File: src/include/itc_pkg.sv
// shared constants for the interrupt trap and control flag block
package itc_pkg;
  // bus geometry
  localparam int          DW             = 16;
  localparam int          AW             = 4;
  localparam int          EXT_N          = 5;
  localparam int          IPL_W          = 3;

  // register byte offsets
  localparam logic [3:0]  OFS_CTRL_ONE   = 4'h0;
  localparam logic [3:0]  OFS_CTRL_TWO   = 4'h2;
  localparam logic [3:0]  OFS_FLAGS_ZERO = 4'h4;
  localparam logic [3:0]  OFS_CPU_LEVEL  = 4'h6;

  // control one field positions
  localparam int          B_NEST         = 15;
  localparam int          B_A_OVF        = 14;
  localparam int          B_B_OVF        = 13;
  localparam int          B_A_CAT        = 12;
  localparam int          B_B_CAT        = 11;
  localparam int          B_A_TE         = 10;
  localparam int          B_B_TE         = 9;
  localparam int          B_CAT_TE       = 8;
  localparam int          B_SHIFT        = 7;
  localparam int          B_DIV0         = 6;
  localparam int          B_DMA          = 5;
  localparam int          B_MATH         = 4;
  localparam int          B_ADDR         = 3;
  localparam int          B_STACK        = 2;
  localparam int          B_OSC          = 1;

  // control two field positions
  localparam int          B_ALT          = 15;
  localparam int          B_HOLD         = 14;
  localparam int          B_EXT0         = 0;

  // implemented bit masks
  localparam logic [15:0] ONE_FLAG_MASK  = 16'h78FE;
  localparam logic [15:0] TWO_POL_MASK   = 16'h001F;
  localparam logic [15:0] FLAGS_MASK     = 16'h7FFF;

  // reset values
  localparam logic [15:0] RST_WORD       = 16'h0000;
  localparam logic [2:0]  RST_TE         = 3'h0;
  localparam logic [4:0]  RST_POL        = 5'h00;
  localparam logic [2:0]  RST_IPL        = 3'h0;

  // bus access kind decoded each cycle
  typedef enum logic [1:0] {
    ITC_ACC_IDLE  = 2'b00,
    ITC_ACC_WRITE = 2'b01,
    ITC_ACC_READ  = 2'b10
  } itc_acc_e;
endpackage : itc_pkg

File: src/verilog/itc_ctrl.sv
// interrupt global control, trap cause flags and first request flags
//
// Overview of operation
// - nesting off stops any interrupt preempting a handler in service
// - bits 14 and 13 flag an enabled ordinary overflow trap of A or B
// - bits 12 and 11 flag catastrophic overflow trap of A or B
// - bits 10 and 9 enable ordinary overflow traps of A and B
// - bit 8 enables catastrophic overflow traps of either accumulator
// - bit 7 flags a math trap from an invalid accumulator shift
// - bit 6 flags a math trap from division by zero
// - bit 5 flags a dma controller error trap
// - bit 4 flags any math error trap whatever the cause
// - bit 3 flags an address error trap
// - bit 2 flags a stack error trap; bit 0 reads zero
// - bit 1 flags an oscillator failure trap; bit 0 reads zero
// - control two bit 15 selects the alternate vector table
// - control two bit 14 reads one while interrupt hold is active
// - control two bits 13 to 5 always read zero
// - control two bits 4 to 0 pick edge polarity, one is falling
// - request flag reads one once its source asked; bit 15 is zero
// - flag bits 14 to 0 map dma1 down to external line zero
// - flags are set by sources and cleared only by software writes
// - cpu priority level is read-only while nesting is off
//
// The placing of the registers and the strobed register port were decided locally.
`timescale 1ns/1ps
module itc_ctrl
  import itc_pkg::*;
#(
  parameter int NEXT = EXT_N
) (
  // clock and reset
  input  wire logic            clk_sys,
  input  wire logic            rst_n,
  // register port
  input  wire logic [AW-1:0]   reg_addr,
  input  wire logic [DW-1:0]   reg_wdata,
  input  wire logic            reg_wr,
  input  wire logic            reg_rd,
  output logic      [DW-1:0]   reg_rdata_q,
  // cpu core status and priority load
  input  wire logic            handler_busy,
  input  wire logic            irq_hold_active,
  input  wire logic            ipl_load,
  input  wire logic [IPL_W-1:0] ipl_load_val,
  // arithmetic and system trap events, one-cycle pulses
  input  wire logic            acc_a_ovf,
  input  wire logic            acc_b_ovf,
  input  wire logic            acc_a_cat_ovf,
  input  wire logic            acc_b_cat_ovf,
  input  wire logic            bad_shift,
  input  wire logic            divide_zero,
  input  wire logic            dma_fault,
  input  wire logic            addr_fault,
  input  wire logic            stack_fault,
  input  wire logic            osc_fault,
  // peripheral request pulses
  input  wire logic            dma1_req,
  input  wire logic            adc1_req,
  input  wire logic            uart1_tx_req,
  input  wire logic            uart1_rx_req,
  input  wire logic            spi1_evt_req,
  input  wire logic            spi1_fault_req,
  input  wire logic            tmr3_req,
  input  wire logic            tmr2_req,
  input  wire logic            cmp2_req,
  input  wire logic            cap2_req,
  input  wire logic            dma0_req,
  input  wire logic            tmr1_req,
  input  wire logic            cmp1_req,
  input  wire logic            cap1_req,
  // external interrupt lines
  input  wire logic [NEXT-1:0] ext_pin,
  // outputs toward the core and the priority logic
  output logic                 preempt_ok_q,
  output logic                 math_trap_q,
  output logic                 alt_table_sel,
  output logic      [IPL_W-1:0] cpu_priority_level,
  output logic      [DW-1:0]   request_flags,
  output logic      [DW-1:0]   trap_flags,
  output logic      [NEXT-1:1] ext_edge_q
);
  // access decode
  itc_acc_e acc;
  logic     wr_one, wr_two, wr_flags, wr_lvl;

  // control state
  logic             nesting_off, nesting_off_d;
  logic [2:0]       trap_en_q, trap_en_d;
  logic             alt_table_d;
  logic [NEXT-1:0]  ext_polarity, ext_polarity_d;
  logic [IPL_W-1:0] ipl_d;

  // derived events and read path
  logic [NEXT-1:0]  edge_hit;
  logic [DW-1:0]    trap_set, req_set, rd_val, rdata_d;
  logic             a_ovf_trap, b_ovf_trap, a_cat_trap, b_cat_trap;
  logic             any_math, preempt_d, math_trap_d;
  logic [NEXT-1:1]  ext_edge_d;

  // strobes are never both high, so the decode is a plain choice
  always_comb begin
    if (reg_wr) begin
      acc = ITC_ACC_WRITE;
    end else if (reg_rd) begin
      acc = ITC_ACC_READ;
    end else begin
      acc = ITC_ACC_IDLE;
    end
  end

  assign wr_one   = (acc == ITC_ACC_WRITE) && (reg_addr == OFS_CTRL_ONE);
  assign wr_two   = (acc == ITC_ACC_WRITE) && (reg_addr == OFS_CTRL_TWO);
  assign wr_flags = (acc == ITC_ACC_WRITE) && (reg_addr == OFS_FLAGS_ZERO);
  assign wr_lvl   = (acc == ITC_ACC_WRITE) && (reg_addr == OFS_CPU_LEVEL);

  // overflow traps only count when enabled; the others always trap
  always_comb begin
    a_ovf_trap = acc_a_ovf & trap_en_q[2];
    b_ovf_trap = acc_b_ovf & trap_en_q[1];
    a_cat_trap = acc_a_cat_ovf & trap_en_q[0];
    b_cat_trap = acc_b_cat_ovf & trap_en_q[0];
    any_math   = a_ovf_trap | b_ovf_trap | a_cat_trap | b_cat_trap
               | bad_shift | divide_zero;
    trap_set          = RST_WORD;
    trap_set[B_A_OVF] = a_ovf_trap;
    trap_set[B_B_OVF] = b_ovf_trap;
    trap_set[B_A_CAT] = a_cat_trap;
    trap_set[B_B_CAT] = b_cat_trap;
    trap_set[B_SHIFT] = bad_shift;
    trap_set[B_DIV0]  = divide_zero;
    trap_set[B_DMA]   = dma_fault;
    trap_set[B_MATH]  = any_math;
    trap_set[B_ADDR]  = addr_fault;
    trap_set[B_STACK] = stack_fault;
    trap_set[B_OSC]   = osc_fault;
  end

  // trap cause flags sit in the implemented flag bits of control one
  itc_flag_bank #(
    .W    (DW),
    .MASK (ONE_FLAG_MASK)
  ) u_trap_flags (
    .clk_sys (clk_sys),
    .rst_n   (rst_n),
    .set     (trap_set),
    .wr_en   (wr_one),
    .wr_data (reg_wdata),
    .flags_q (trap_flags)
  );

  // external lines: two-flop sync then polarity-selected edge
  itc_edge_det #(
    .N (NEXT)
  ) u_edge (
    .clk_sys  (clk_sys),
    .rst_n    (rst_n),
    .pin      (ext_pin),
    .pol      (ext_polarity),
    .edge_hit (edge_hit)
  );

  // request sources in flag order, bit 14 down to bit 0
  assign req_set = {1'b0, dma1_req, adc1_req, uart1_tx_req, uart1_rx_req,
                    spi1_evt_req, spi1_fault_req, tmr3_req, tmr2_req,
                    cmp2_req, cap2_req, dma0_req, tmr1_req, cmp1_req,
                    cap1_req, edge_hit[B_EXT0]};

  // bit 15 is masked off so it can never read one
  itc_flag_bank #(
    .W    (DW),
    .MASK (FLAGS_MASK)
  ) u_req_flags (
    .clk_sys (clk_sys),
    .rst_n   (rst_n),
    .set     (req_set),
    .wr_en   (wr_flags),
    .wr_data (reg_wdata),
    .flags_q (request_flags)
  );

  // control registers: nesting, enables, table select, polarity, level
  always_comb begin
    nesting_off_d  = nesting_off;
    trap_en_d      = trap_en_q;
    alt_table_d    = alt_table_sel;
    ext_polarity_d = ext_polarity;
    ipl_d          = cpu_priority_level;
    if (wr_one) begin
      nesting_off_d = reg_wdata[B_NEST];
      trap_en_d     = {reg_wdata[B_A_TE], reg_wdata[B_B_TE],
                       reg_wdata[B_CAT_TE]};
    end
    if (wr_two) begin
      alt_table_d    = reg_wdata[B_ALT];
      ext_polarity_d = reg_wdata[NEXT-1:0];
    end
    // the core's own level load outranks software
    if (ipl_load) begin
      ipl_d = ipl_load_val;
    end else if (wr_lvl && !nesting_off) begin
      ipl_d = reg_wdata[IPL_W-1:0];
    end
  end

  // nesting off: a busy handler cannot be preempted
  always_comb begin
    preempt_d   = !(nesting_off && handler_busy);
    math_trap_d = any_math;
    ext_edge_d  = edge_hit[NEXT-1:1];
  end

  // read mux; unmapped offsets and unimplemented bits read zero
  always_comb begin
    rd_val = RST_WORD;
    unique case (reg_addr)
      OFS_CTRL_ONE: begin
        rd_val           = trap_flags & ONE_FLAG_MASK;
        rd_val[B_NEST]   = nesting_off;
        rd_val[B_A_TE]   = trap_en_q[2];
        rd_val[B_B_TE]   = trap_en_q[1];
        rd_val[B_CAT_TE] = trap_en_q[0];
      end
      OFS_CTRL_TWO: begin
        rd_val[B_ALT]      = alt_table_sel;
        rd_val[B_HOLD]     = irq_hold_active;
        rd_val[NEXT-1:0]   = ext_polarity;
      end
      OFS_FLAGS_ZERO: begin
        rd_val = request_flags;
      end
      OFS_CPU_LEVEL: begin
        rd_val[IPL_W-1:0] = cpu_priority_level;
      end
      default: begin
        rd_val = RST_WORD;
      end
    endcase
    // read data stands only in the cycle after the read strobe
    rdata_d = (acc == ITC_ACC_READ) ? rd_val : RST_WORD;
  end

  always_ff @(posedge clk_sys or negedge rst_n) begin
    if (!rst_n) begin
      nesting_off        <= 1'b0;
      trap_en_q          <= RST_TE;
      alt_table_sel      <= 1'b0;
      ext_polarity       <= RST_POL[NEXT-1:0];
      cpu_priority_level <= RST_IPL;
      preempt_ok_q       <= 1'b1;
      math_trap_q        <= 1'b0;
      ext_edge_q         <= '0;
      reg_rdata_q        <= RST_WORD;
    end else begin
      nesting_off        <= nesting_off_d;
      trap_en_q          <= trap_en_d;
      alt_table_sel      <= alt_table_d;
      ext_polarity       <= ext_polarity_d;
      cpu_priority_level <= ipl_d;
      preempt_ok_q       <= preempt_d;
      math_trap_q        <= math_trap_d;
      ext_edge_q         <= ext_edge_d;
      reg_rdata_q        <= rdata_d;
    end
  end

  // checks on the design's own outputs
  AST_NEST_BLOCK: assert property (
    @(posedge clk_sys) disable iff (!rst_n)
    (nesting_off && handler_busy) |=> !preempt_ok_q)
    else $error("preemption allowed while nesting is off");

  AST_A_OVF_FLAG: assert property (
    @(posedge clk_sys) disable iff (!rst_n)
    (acc_a_ovf && trap_en_q[2]) |=> (trap_flags[B_A_OVF] && math_trap_q))
    else $error("enabled overflow of A did not flag a trap");

  AST_B_CAT_FLAG: assert property (
    @(posedge clk_sys) disable iff (!rst_n)
    (acc_b_cat_ovf && trap_en_q[0]) |=> trap_flags[B_B_CAT])
    else $error("catastrophic overflow of B not flagged");

  AST_OVF_SUPPRESS: assert property (
    @(posedge clk_sys) disable iff (!rst_n)
    (acc_a_ovf && !trap_en_q[2] && !acc_b_ovf && !acc_a_cat_ovf
     && !acc_b_cat_ovf && !bad_shift && !divide_zero) |=> !math_trap_q)
    else $error("disabled overflow still raised a math trap");

  AST_DIV_MATH: assert property (
    @(posedge clk_sys) disable iff (!rst_n)
    divide_zero |=> (trap_flags[B_DIV0] && trap_flags[B_MATH]))
    else $error("divide by zero did not set both flags");

  AST_ONE_BIT0: assert property (
    @(posedge clk_sys) disable iff (!rst_n)
    (reg_rd && reg_addr == OFS_CTRL_ONE) |=> !reg_rdata_q[0])
    else $error("control one bit 0 read as one");

  AST_ALT_WRITE: assert property (
    @(posedge clk_sys) disable iff (!rst_n)
    wr_two |=> (alt_table_sel == $past(reg_wdata[B_ALT])))
    else $error("table select did not follow the write");

  AST_TWO_READ: assert property (
    @(posedge clk_sys) disable iff (!rst_n)
    (reg_rd && reg_addr == OFS_CTRL_TWO) |=>
      (reg_rdata_q[13:5] == 9'h000
       && reg_rdata_q[B_HOLD] == $past(irq_hold_active)))
    else $error("control two read wrong hold or reserved bits");

  AST_REQ_SET: assert property (
    @(posedge clk_sys) disable iff (!rst_n)
    (|req_set) |=> (((request_flags & $past(req_set)) == $past(req_set))
                    && !request_flags[15]))
    else $error("request did not set its flag");

  AST_EXT0_EDGE: assert property (
    @(posedge clk_sys) disable iff (!rst_n)
    ($rose(ext_pin[0]) && !ext_polarity[0]) ##1
      (ext_pin[0] && !ext_polarity[0]) |-> ##2 request_flags[0])
    else $error("rising edge on line zero did not set its flag");

  AST_IPL_LOCK: assert property (
    @(posedge clk_sys) disable iff (!rst_n)
    (wr_lvl && nesting_off && !ipl_load) |=> $stable(cpu_priority_level))
    else $error("priority level changed while locked");

  AST_SHIFT_FLAG: assert property (
    @(posedge clk_sys) disable iff (!rst_n)
    bad_shift |=> (trap_flags[B_SHIFT] && trap_flags[B_MATH] && math_trap_q))
    else $error("invalid shift did not flag a math trap");

  AST_DMA_FLAG: assert property (
    @(posedge clk_sys) disable iff (!rst_n)
    dma_fault |=> trap_flags[B_DMA])
    else $error("dma controller error not flagged");

  AST_STACK_FLAG: assert property (
    @(posedge clk_sys) disable iff (!rst_n)
    stack_fault |=> (trap_flags[B_STACK] && !trap_flags[0]))
    else $error("stack error not flagged or bit 0 set");

  // a flag may only fall in the cycle after a software write
  AST_REQ_HOLD: assert property (
    @(posedge clk_sys) disable iff (!rst_n)
    !wr_flags |=> ((request_flags & $past(request_flags))
                   == $past(request_flags)))
    else $error("request flag dropped without a software write");
endmodule : itc_ctrl

File: src/verilog/itc_edge_det.sv
// synchroniser and polarity-selected edge detector for external lines
`timescale 1ns/1ps
module itc_edge_det #(
  parameter int N = 5
) (
  // clock and reset
  input  wire logic         clk_sys,
  input  wire logic         rst_n,
  // lines and polarity, one selects falling edges
  input  wire logic [N-1:0] pin,
  input  wire logic [N-1:0] pol,
  // one-cycle edge strobes
  output logic      [N-1:0] edge_hit
);
  genvar g;
  generate
    for (g = 0; g < N; g++) begin : g_line
      logic meta_q, meta_d, sync_q, sync_d, prev_q, prev_d;
      // next values; meta_q feeds only the second stage
      always_comb begin
        meta_d = pin[g];
        sync_d = meta_q;
        prev_d = sync_q;
      end
      always_ff @(posedge clk_sys or negedge rst_n) begin
        if (!rst_n) begin
          meta_q <= 1'b0;
          sync_q <= 1'b0;
          prev_q <= 1'b0;
        end else begin
          meta_q <= meta_d;
          sync_q <= sync_d;
          prev_q <= prev_d;
        end
      end
      // falling edge when polarity set, rising when clear
      assign edge_hit[g] = pol[g] ? (prev_q & ~sync_q)
                                  : (~prev_q & sync_q);
    end
  endgenerate
endmodule : itc_edge_det

File: src/verilog/itc_flag_bank.sv
// bank of sticky flags, set by hardware and written by software
`timescale 1ns/1ps
module itc_flag_bank #(
  parameter int          W    = 16,
  parameter logic [15:0] MASK = 16'hFFFF
) (
  // clock and reset
  input  wire logic         clk_sys,
  input  wire logic         rst_n,
  // hardware set strobes and software write
  input  wire logic [W-1:0] set,
  input  wire logic         wr_en,
  input  wire logic [W-1:0] wr_data,
  // flag state
  output logic      [W-1:0] flags_q
);
  logic [W-1:0] flags_d;

  // a set in the same cycle as a clearing write wins
  always_comb begin
    flags_d = ((wr_en ? wr_data : flags_q) | set) & MASK[W-1:0];
  end

  always_ff @(posedge clk_sys or negedge rst_n) begin
    if (!rst_n) begin
      flags_q <= '0;
    end else begin
      flags_q <= flags_d;
    end
  end
endmodule : itc_flag_bank

File: config.mk
export PLATFORM = sky130hd
export DESIGN_NAME = itc_ctrl
export DESIGN_NICKNAME = d
export VERILOG_FILES = /design/src/include/itc_pkg.sv /design/src/verilog/itc_ctrl.sv /design/src/verilog/itc_edge_det.sv /design/src/verilog/itc_flag_bank.sv
export SDC_FILE = /design/constraint.sdc
export NUM_CORES = 1
export LEC_CHECK = 0
export ABC_CLOCK_PERIOD_IN_PS = 2700
export BUFFER_PORTS_ARGS = -buffer_cell sky130_fd_sc_hd__buf_4
export CAP_MARGIN = 30
export CELL_PAD_IN_SITES_DETAIL_PLACEMENT = 0
export CELL_PAD_IN_SITES_GLOBAL_PLACEMENT = 2
export CORE_MARGIN = 2
export CORE_UTILIZATION = 30
export CTS_CLUSTER_SIZE = 14
export DETAILED_ROUTE_END_ITERATION = 7
export PLACE_DENSITY = 0.84
export SYNTH_ARGS = -nofsm -noshare
export SYNTH_HDL_FRONTEND = slang
export SYNTH_HIERARCHICAL = 1
export SYNTH_SLANG_ARGS = --single-unit
File: constraint.sdc
create_clock -name clk_sys -period 2.7 [get_ports clk_sys]
set_clock_uncertainty 0.1 [all_clocks]
set_input_delay 0.27 -clock clk_sys [delete_from_list [all_inputs] [get_ports clk_sys]]
set_output_delay 0.27 -clock clk_sys [all_outputs]
set_load 0.005 [all_outputs]
==> Word-level counts from Yosys, hierarchy flattened <==
Cells that the tools add are included.
{ "totals": {"regBits": 76, "in_bits": 59, "output_inout_bits": 58} }
{ "op_classes": {"eq_ne": 5, "mux": 16, "n_bitwise": 31, "reduce_logical": 10} }
{ "ops": {"columns": ["cell", "n"], "rows": [
  ["$mux 15", 2],
  ["$or 15x15->15", 2],
  ["$pmux 9 s2", 1],
  ["$mux 16", 1],
  ["$and 1x1->1", 14],
  ["$pmux 2 s3", 2],
  ["$pmux 3 s4", 1],
  ["$not 1->1", 10],
  ["$eq 4x3->1 const B", 2],
  ["$logic_and 1x1->1", 6],
  ["$mux 3", 2],
  ["$mux 1", 5],
  ["$or 1x1->1", 5],
  ["$eq 4x2->1 const B", 1],
  ["$logic_not 4->1", 1],
  ["$mux 2", 2],
  ["$eq 2x1->1 const B", 1],
  ["$eq 2x2->1 const B", 1],
  ["$logic_not 1->1", 2],
  ["$reduce_bool 2->1", 1]
]} }

==> Depth between registers and ports, before layout <==
{ "depth": {"word_depth": 7, "depth_mapped": 6} }

==> Hierarchy <==
The synthesis kept the hierarchy.
{ "modules_own_cells": {"columns": ["module", "instances", "cells_per_inst", "area_per_inst_um2"], "rows": [
  ["itc_ctrl", 1, 124, 1529.0],
  ["itc_flag_bank at u_req_flags", 1, 50, 641.9],
  ["itc_flag_bank at u_trap_flags", 1, 41, 511.7],
  ["itc_edge_det", 1, 30, 484.2]
]} }

==> Least setup slack after synthesis <==
Ideal clock, no wire load.
{ "synth_timing": {"kind": "input to register", "startpoint": "input port reg_addr[1]", "endpoint": "register u_req_flags.flags_q[14]", "arrival_ns": 1.520, "slack_ns": 0.956, "path_stages": 6, "path_cell_list": "buf_2 > nor4b_4 > and2_1 > buf_4 > nor2b_1 > a211o_1"} }
{ "synth_via": {"elab_chain_len": 4} }
{ "synth_rtl": {"columns": ["element", "line_no", "source"], "rows": [
  ["start: declaration", "itc_ctrl.sv:36", "input wire logic [AW-1:0] reg_addr,"],
  ["$eq 4x3->1", "itc_ctrl.sv:114", "assign wr_flags = (acc == ITC_ACC_WRITE) && (reg_addr == OFS_FLAGS_ZERO);"],
  ["$logic_and 1x1->1", "itc_ctrl.sv:114", null],
  ["via wr_flags", "itc_ctrl.sv:85", "logic wr_one, wr_two, wr_flags, wr_lvl;"],
  ["$mux 15", "itc_flag_bank.sv:21", "flags_d = ((wr_en ? wr_data : flags_q) | set) & MASK[W-1:0];"],
  ["$or 15x15->15", "itc_flag_bank.sv:21", null],
  ["via u_req_flags.flags_d[14]", "itc_flag_bank.sv:17", "logic [W-1:0] flags_d;"],
  ["end signal: assignment", "itc_flag_bank.sv:28", "flags_q <= flags_d;"],
  ["end: declaration", "itc_flag_bank.sv:15", "output logic [W-1:0] flags_q"]
]} }
The timed path passes the listed nets, and every way through them passes these cells.
A chain may end at the register's enable or synchronous reset.

==> Worst setup path after layout <==
{ "layout_timing": {"startpoint": "register trap_en_q[2]", "endpoint": "register u_trap_flags.flags_q[4]"} }
{ "layout_via": {"elab_chain_len": 7} }
{ "layout_rtl": {"columns": ["element", "line_no", "source"], "rows": [
  ["start: declaration", "itc_ctrl.sv:89", "logic [2:0] trap_en_q, trap_en_d;"],
  ["start signal: assignment", "itc_ctrl.sv:256", "trap_en_q <= trap_en_d;"],
  ["$and 1x1->1", "itc_ctrl.sv:119", "a_ovf_trap = acc_a_ovf & trap_en_q[2];"],
  ["via a_ovf_trap", "itc_ctrl.sv:97", "logic a_ovf_trap, b_ovf_trap, a_cat_trap, b_cat_trap;"],
  ["$or 1x1->1 (3 in a row)", "itc_ctrl.sv:123", "any_math = a_ovf_trap | b_ovf_trap | a_cat_trap | b_cat_trap"],
  ["$or 1x1->1 (2 in a row)", "itc_ctrl.sv:124", "| bad_shift | divide_zero;"],
  ["via any_math", "itc_ctrl.sv:98", "logic any_math, preempt_d, math_trap_d;"],
  ["$or 15x15->15", "itc_flag_bank.sv:21", null],
  ["via u_trap_flags.flags_d[4]", "itc_flag_bank.sv:17", null],
  ["end signal: assignment", "itc_flag_bank.sv:28", null],
  ["end: declaration", "itc_flag_bank.sv:15", null]
]} }
The timed path passes the listed nets, and every way through them passes these cells.

==> results.cfg <==
[die]
fp.dieH_um = 106.7
die_area_sq_um = 11380
std_cell_rows = 37
start_util_pct = 30.78
die_x_um = 106.7
coreArea_sq_um = 10280
ios = 117

[setup_path]
worstReg2RegStart = trap_en_q[2]
path_cells = and2_1, nor3_1, or4b_2, a211o_1
crit_type = flip-flop to flip-flop
r2r-end = u_trap_flags/flags_q[4]
cp.arrival_ns = 2.12
cp_data_required_time_ns = 2.82
end_kind = flip-flop
critical_path_buf_inv_count = 0
cpPeakStageDelay_ns = 0.66
reg2reg_slack_ns = 0.70
cp_max_fo = 3
r2r_cells = 4
start_kind = flip-flop
cpMaxStageDelayCell = or4b_2
critical_path.top_delay_family = simple AND/OR/NAND/NOR gates

[cts]
root_buffer = clkbuf_8
clkLatencyLatePin_ns = 0.34
cts_resized = 0
hold_buffers = 15
path_clk_slew_ns = 0.09
cts_setup_buffers = 0
htreeDepth = 3
numClockSinks = 76
tritoncts = done
cts_buffers = 9
clockBufferDepth = 2

[sta]
fin_crit_ns = 1.997
hold_viol = 0
finalMaxSlewViolations = 0
rsz0062_at_grt = no
fin_crit_sh_pct = 73.95
fin_setup_tns_ns = 0
setup_slack_ns = 0.7033
timing.fmax_ghz = 0.5008
finalSetupViolCount = 0
relSlewSlack_pct = 55.92
tightest_slew_ns = 0.6587

[route]
wl_per_cell_um = 15.66
first_pass_iters = 4
finalWirelength_um = 8142
drt_iter0_markers = 90
vias_per_cell = 4.585
drtAntennaViolNets = 0
drc_errors = 0
routed-via-count = 2384

[place]
port-buffer-count = 110
dp_hpwl_um = 5857
place_ws_ns = 0.6526
place.gp.congestion = 0.7706

[hold_path]
min_path_type = input port to flip-flop
hold_depth = 2
hold_start = dma_fault
hold_path_end = u_trap_flags/flags_q[5]

[logic_synthesis]
synth_warnings = 6
synth_cells = 244
netlist_area_sq_um = 3163
syn-mean-instance-area_sq_um = 12.96

[global_route]
first_global_vias = 2438
busiest_layer = met2
grt_use_met1_pct = 19.67
grt_max_degree = 77
met3_usage_pct = 5.410
globalRouteOverflowTotal = 0
grt_pass1_wl_um = 13030
met2_usage_pct = 23.75
track_usage_pct = 15.01
antenna_found_initial = 0

[power_and_ir_drop]
ir_drop_mv = 0.2917
pwr_density_cell_nw_per_um2 = 576.0
static-leakage-power_nw = 1.979

[finish]
drive_above_1_share_pct = 40.63
layout.nets = 438
area_growth_syn_to_layout_pct = 43.24
antennaDiodeCount = 0
fillers = 999

[job]
drv_cap = 0

[run_status]
outcome = complete, no violations
[layer usage]
metal / part of all wire, % / vias to the layer above
li1: - / 1128
met1: 44 / 1163
met2: 48 / 86
met3: 7.5 / 7
met4: 0.99 / 0
met5: 0 / -
[registers in the layout, summed over array words and instances (netlist names)]
| signal | count |
|---|---|
| reg_rdata_q | 16 |
| u_req_flags/flags_q | 15 |
| u_trap_flags/flags_q | 11 |
| ext_polarity | 5 |
| u_edge/g_line.meta_q | 5 |
| u_edge/g_line.prev_d | 5 |
| u_edge/g_line.prev_q | 5 |
| ext_edge_q | 4 |
| cpu_priority_level | 3 |
| trap_en_q | 3 |
| alt_table_sel | 1 |
| math_trap_q | 1 |
| nesting_off | 1 |
| preempt_ok_q | 1 |
[how the worst max path moves through the flow]
| stage | startpoint | endpoint | slack, ns | depth (start not counted) |
|---|---|---|---|---|
| floorplan | reg_addr[1] | u_req_flags/flags_q[14] | 0.96 | 6 |
| global placement | acc_a_ovf | u_trap_flags/flags_q[4] | 0.68 | 5 |
| detailed placement | reg_addr[1] | u_trap_flags/flags_q[2] | 0.65 | 7 |
| CTS | trap_en_q[2] | u_trap_flags/flags_q[4] | 0.65 | 4 |
| global route | trap_en_q[2] | u_trap_flags/flags_q[4] | 0.54 | 4 |
| finish | trap_en_q[2] | u_trap_flags/flags_q[4] | 0.70 | 4 |
[stage by stage]
step	util [%]	power [W]	hold WS, ns	cells	cell area (sq um)
4_1_cts	43.52	0.002646	0.0008065	516	4473
5_1_grt	44.08	0.002752	0.0007457	520	4531
3_5_place_dp	39.90	0.001654	0.2356	485	4100
2_1_floorplan	-	0.001446	-0.1256	248	3178
3_3_place_gp	39.90	0.001648	0.2343	485	4100
6_report	44.08	0.002610	0.01373	520	4531
[report_power, final]
group / switching, W / internal (W) / leakage (nW) / total [W]
Combinational: 0.000144 / 0.000215 / 1.01 / 0.000360
Clock: 0.000433 / 0.000527 / 0.110 / 0.000960
Sequential: 0.0000688 / 0.00122 / 0.860 / 0.00129
Total: 0.000647 / 0.00196 / 1.98 / 0.00261
[cell usage in the layout, fill, tap and decap left out, drive strengths merged, types with 2 or more instances in the layout]
master,instances
nand2,11
dfrtp,75
nand2b,7
a21oi,8
mux4,2
o22ai,4
dlygate4sd3,18
a211o,26
clkinv,2
nor2b,30
or2,4
mux2i,4
o21ai,4
bufinv,2
a31oi,3
buf,117
clkbuf,9
inv,3
nand3b,2
a22oi,9
conb,6
nor2,10
mux2,11
and2b,3
and2,5
[final cells by class]
class,count,area (sq um),share of cell area (%)
Sequential cell,76,1903,42.01
Inverter,1,3.754,0.08285
Clock buffer,9,123.9,2.734
Timing Repair Buffer,135,1079,23.81
Tap cell,136,170.2,3.756
Clock inverter,7,98.84,2.182
Multi-Input combinational cell,156,1152,25.44
(Power assumes the default switching activity.)
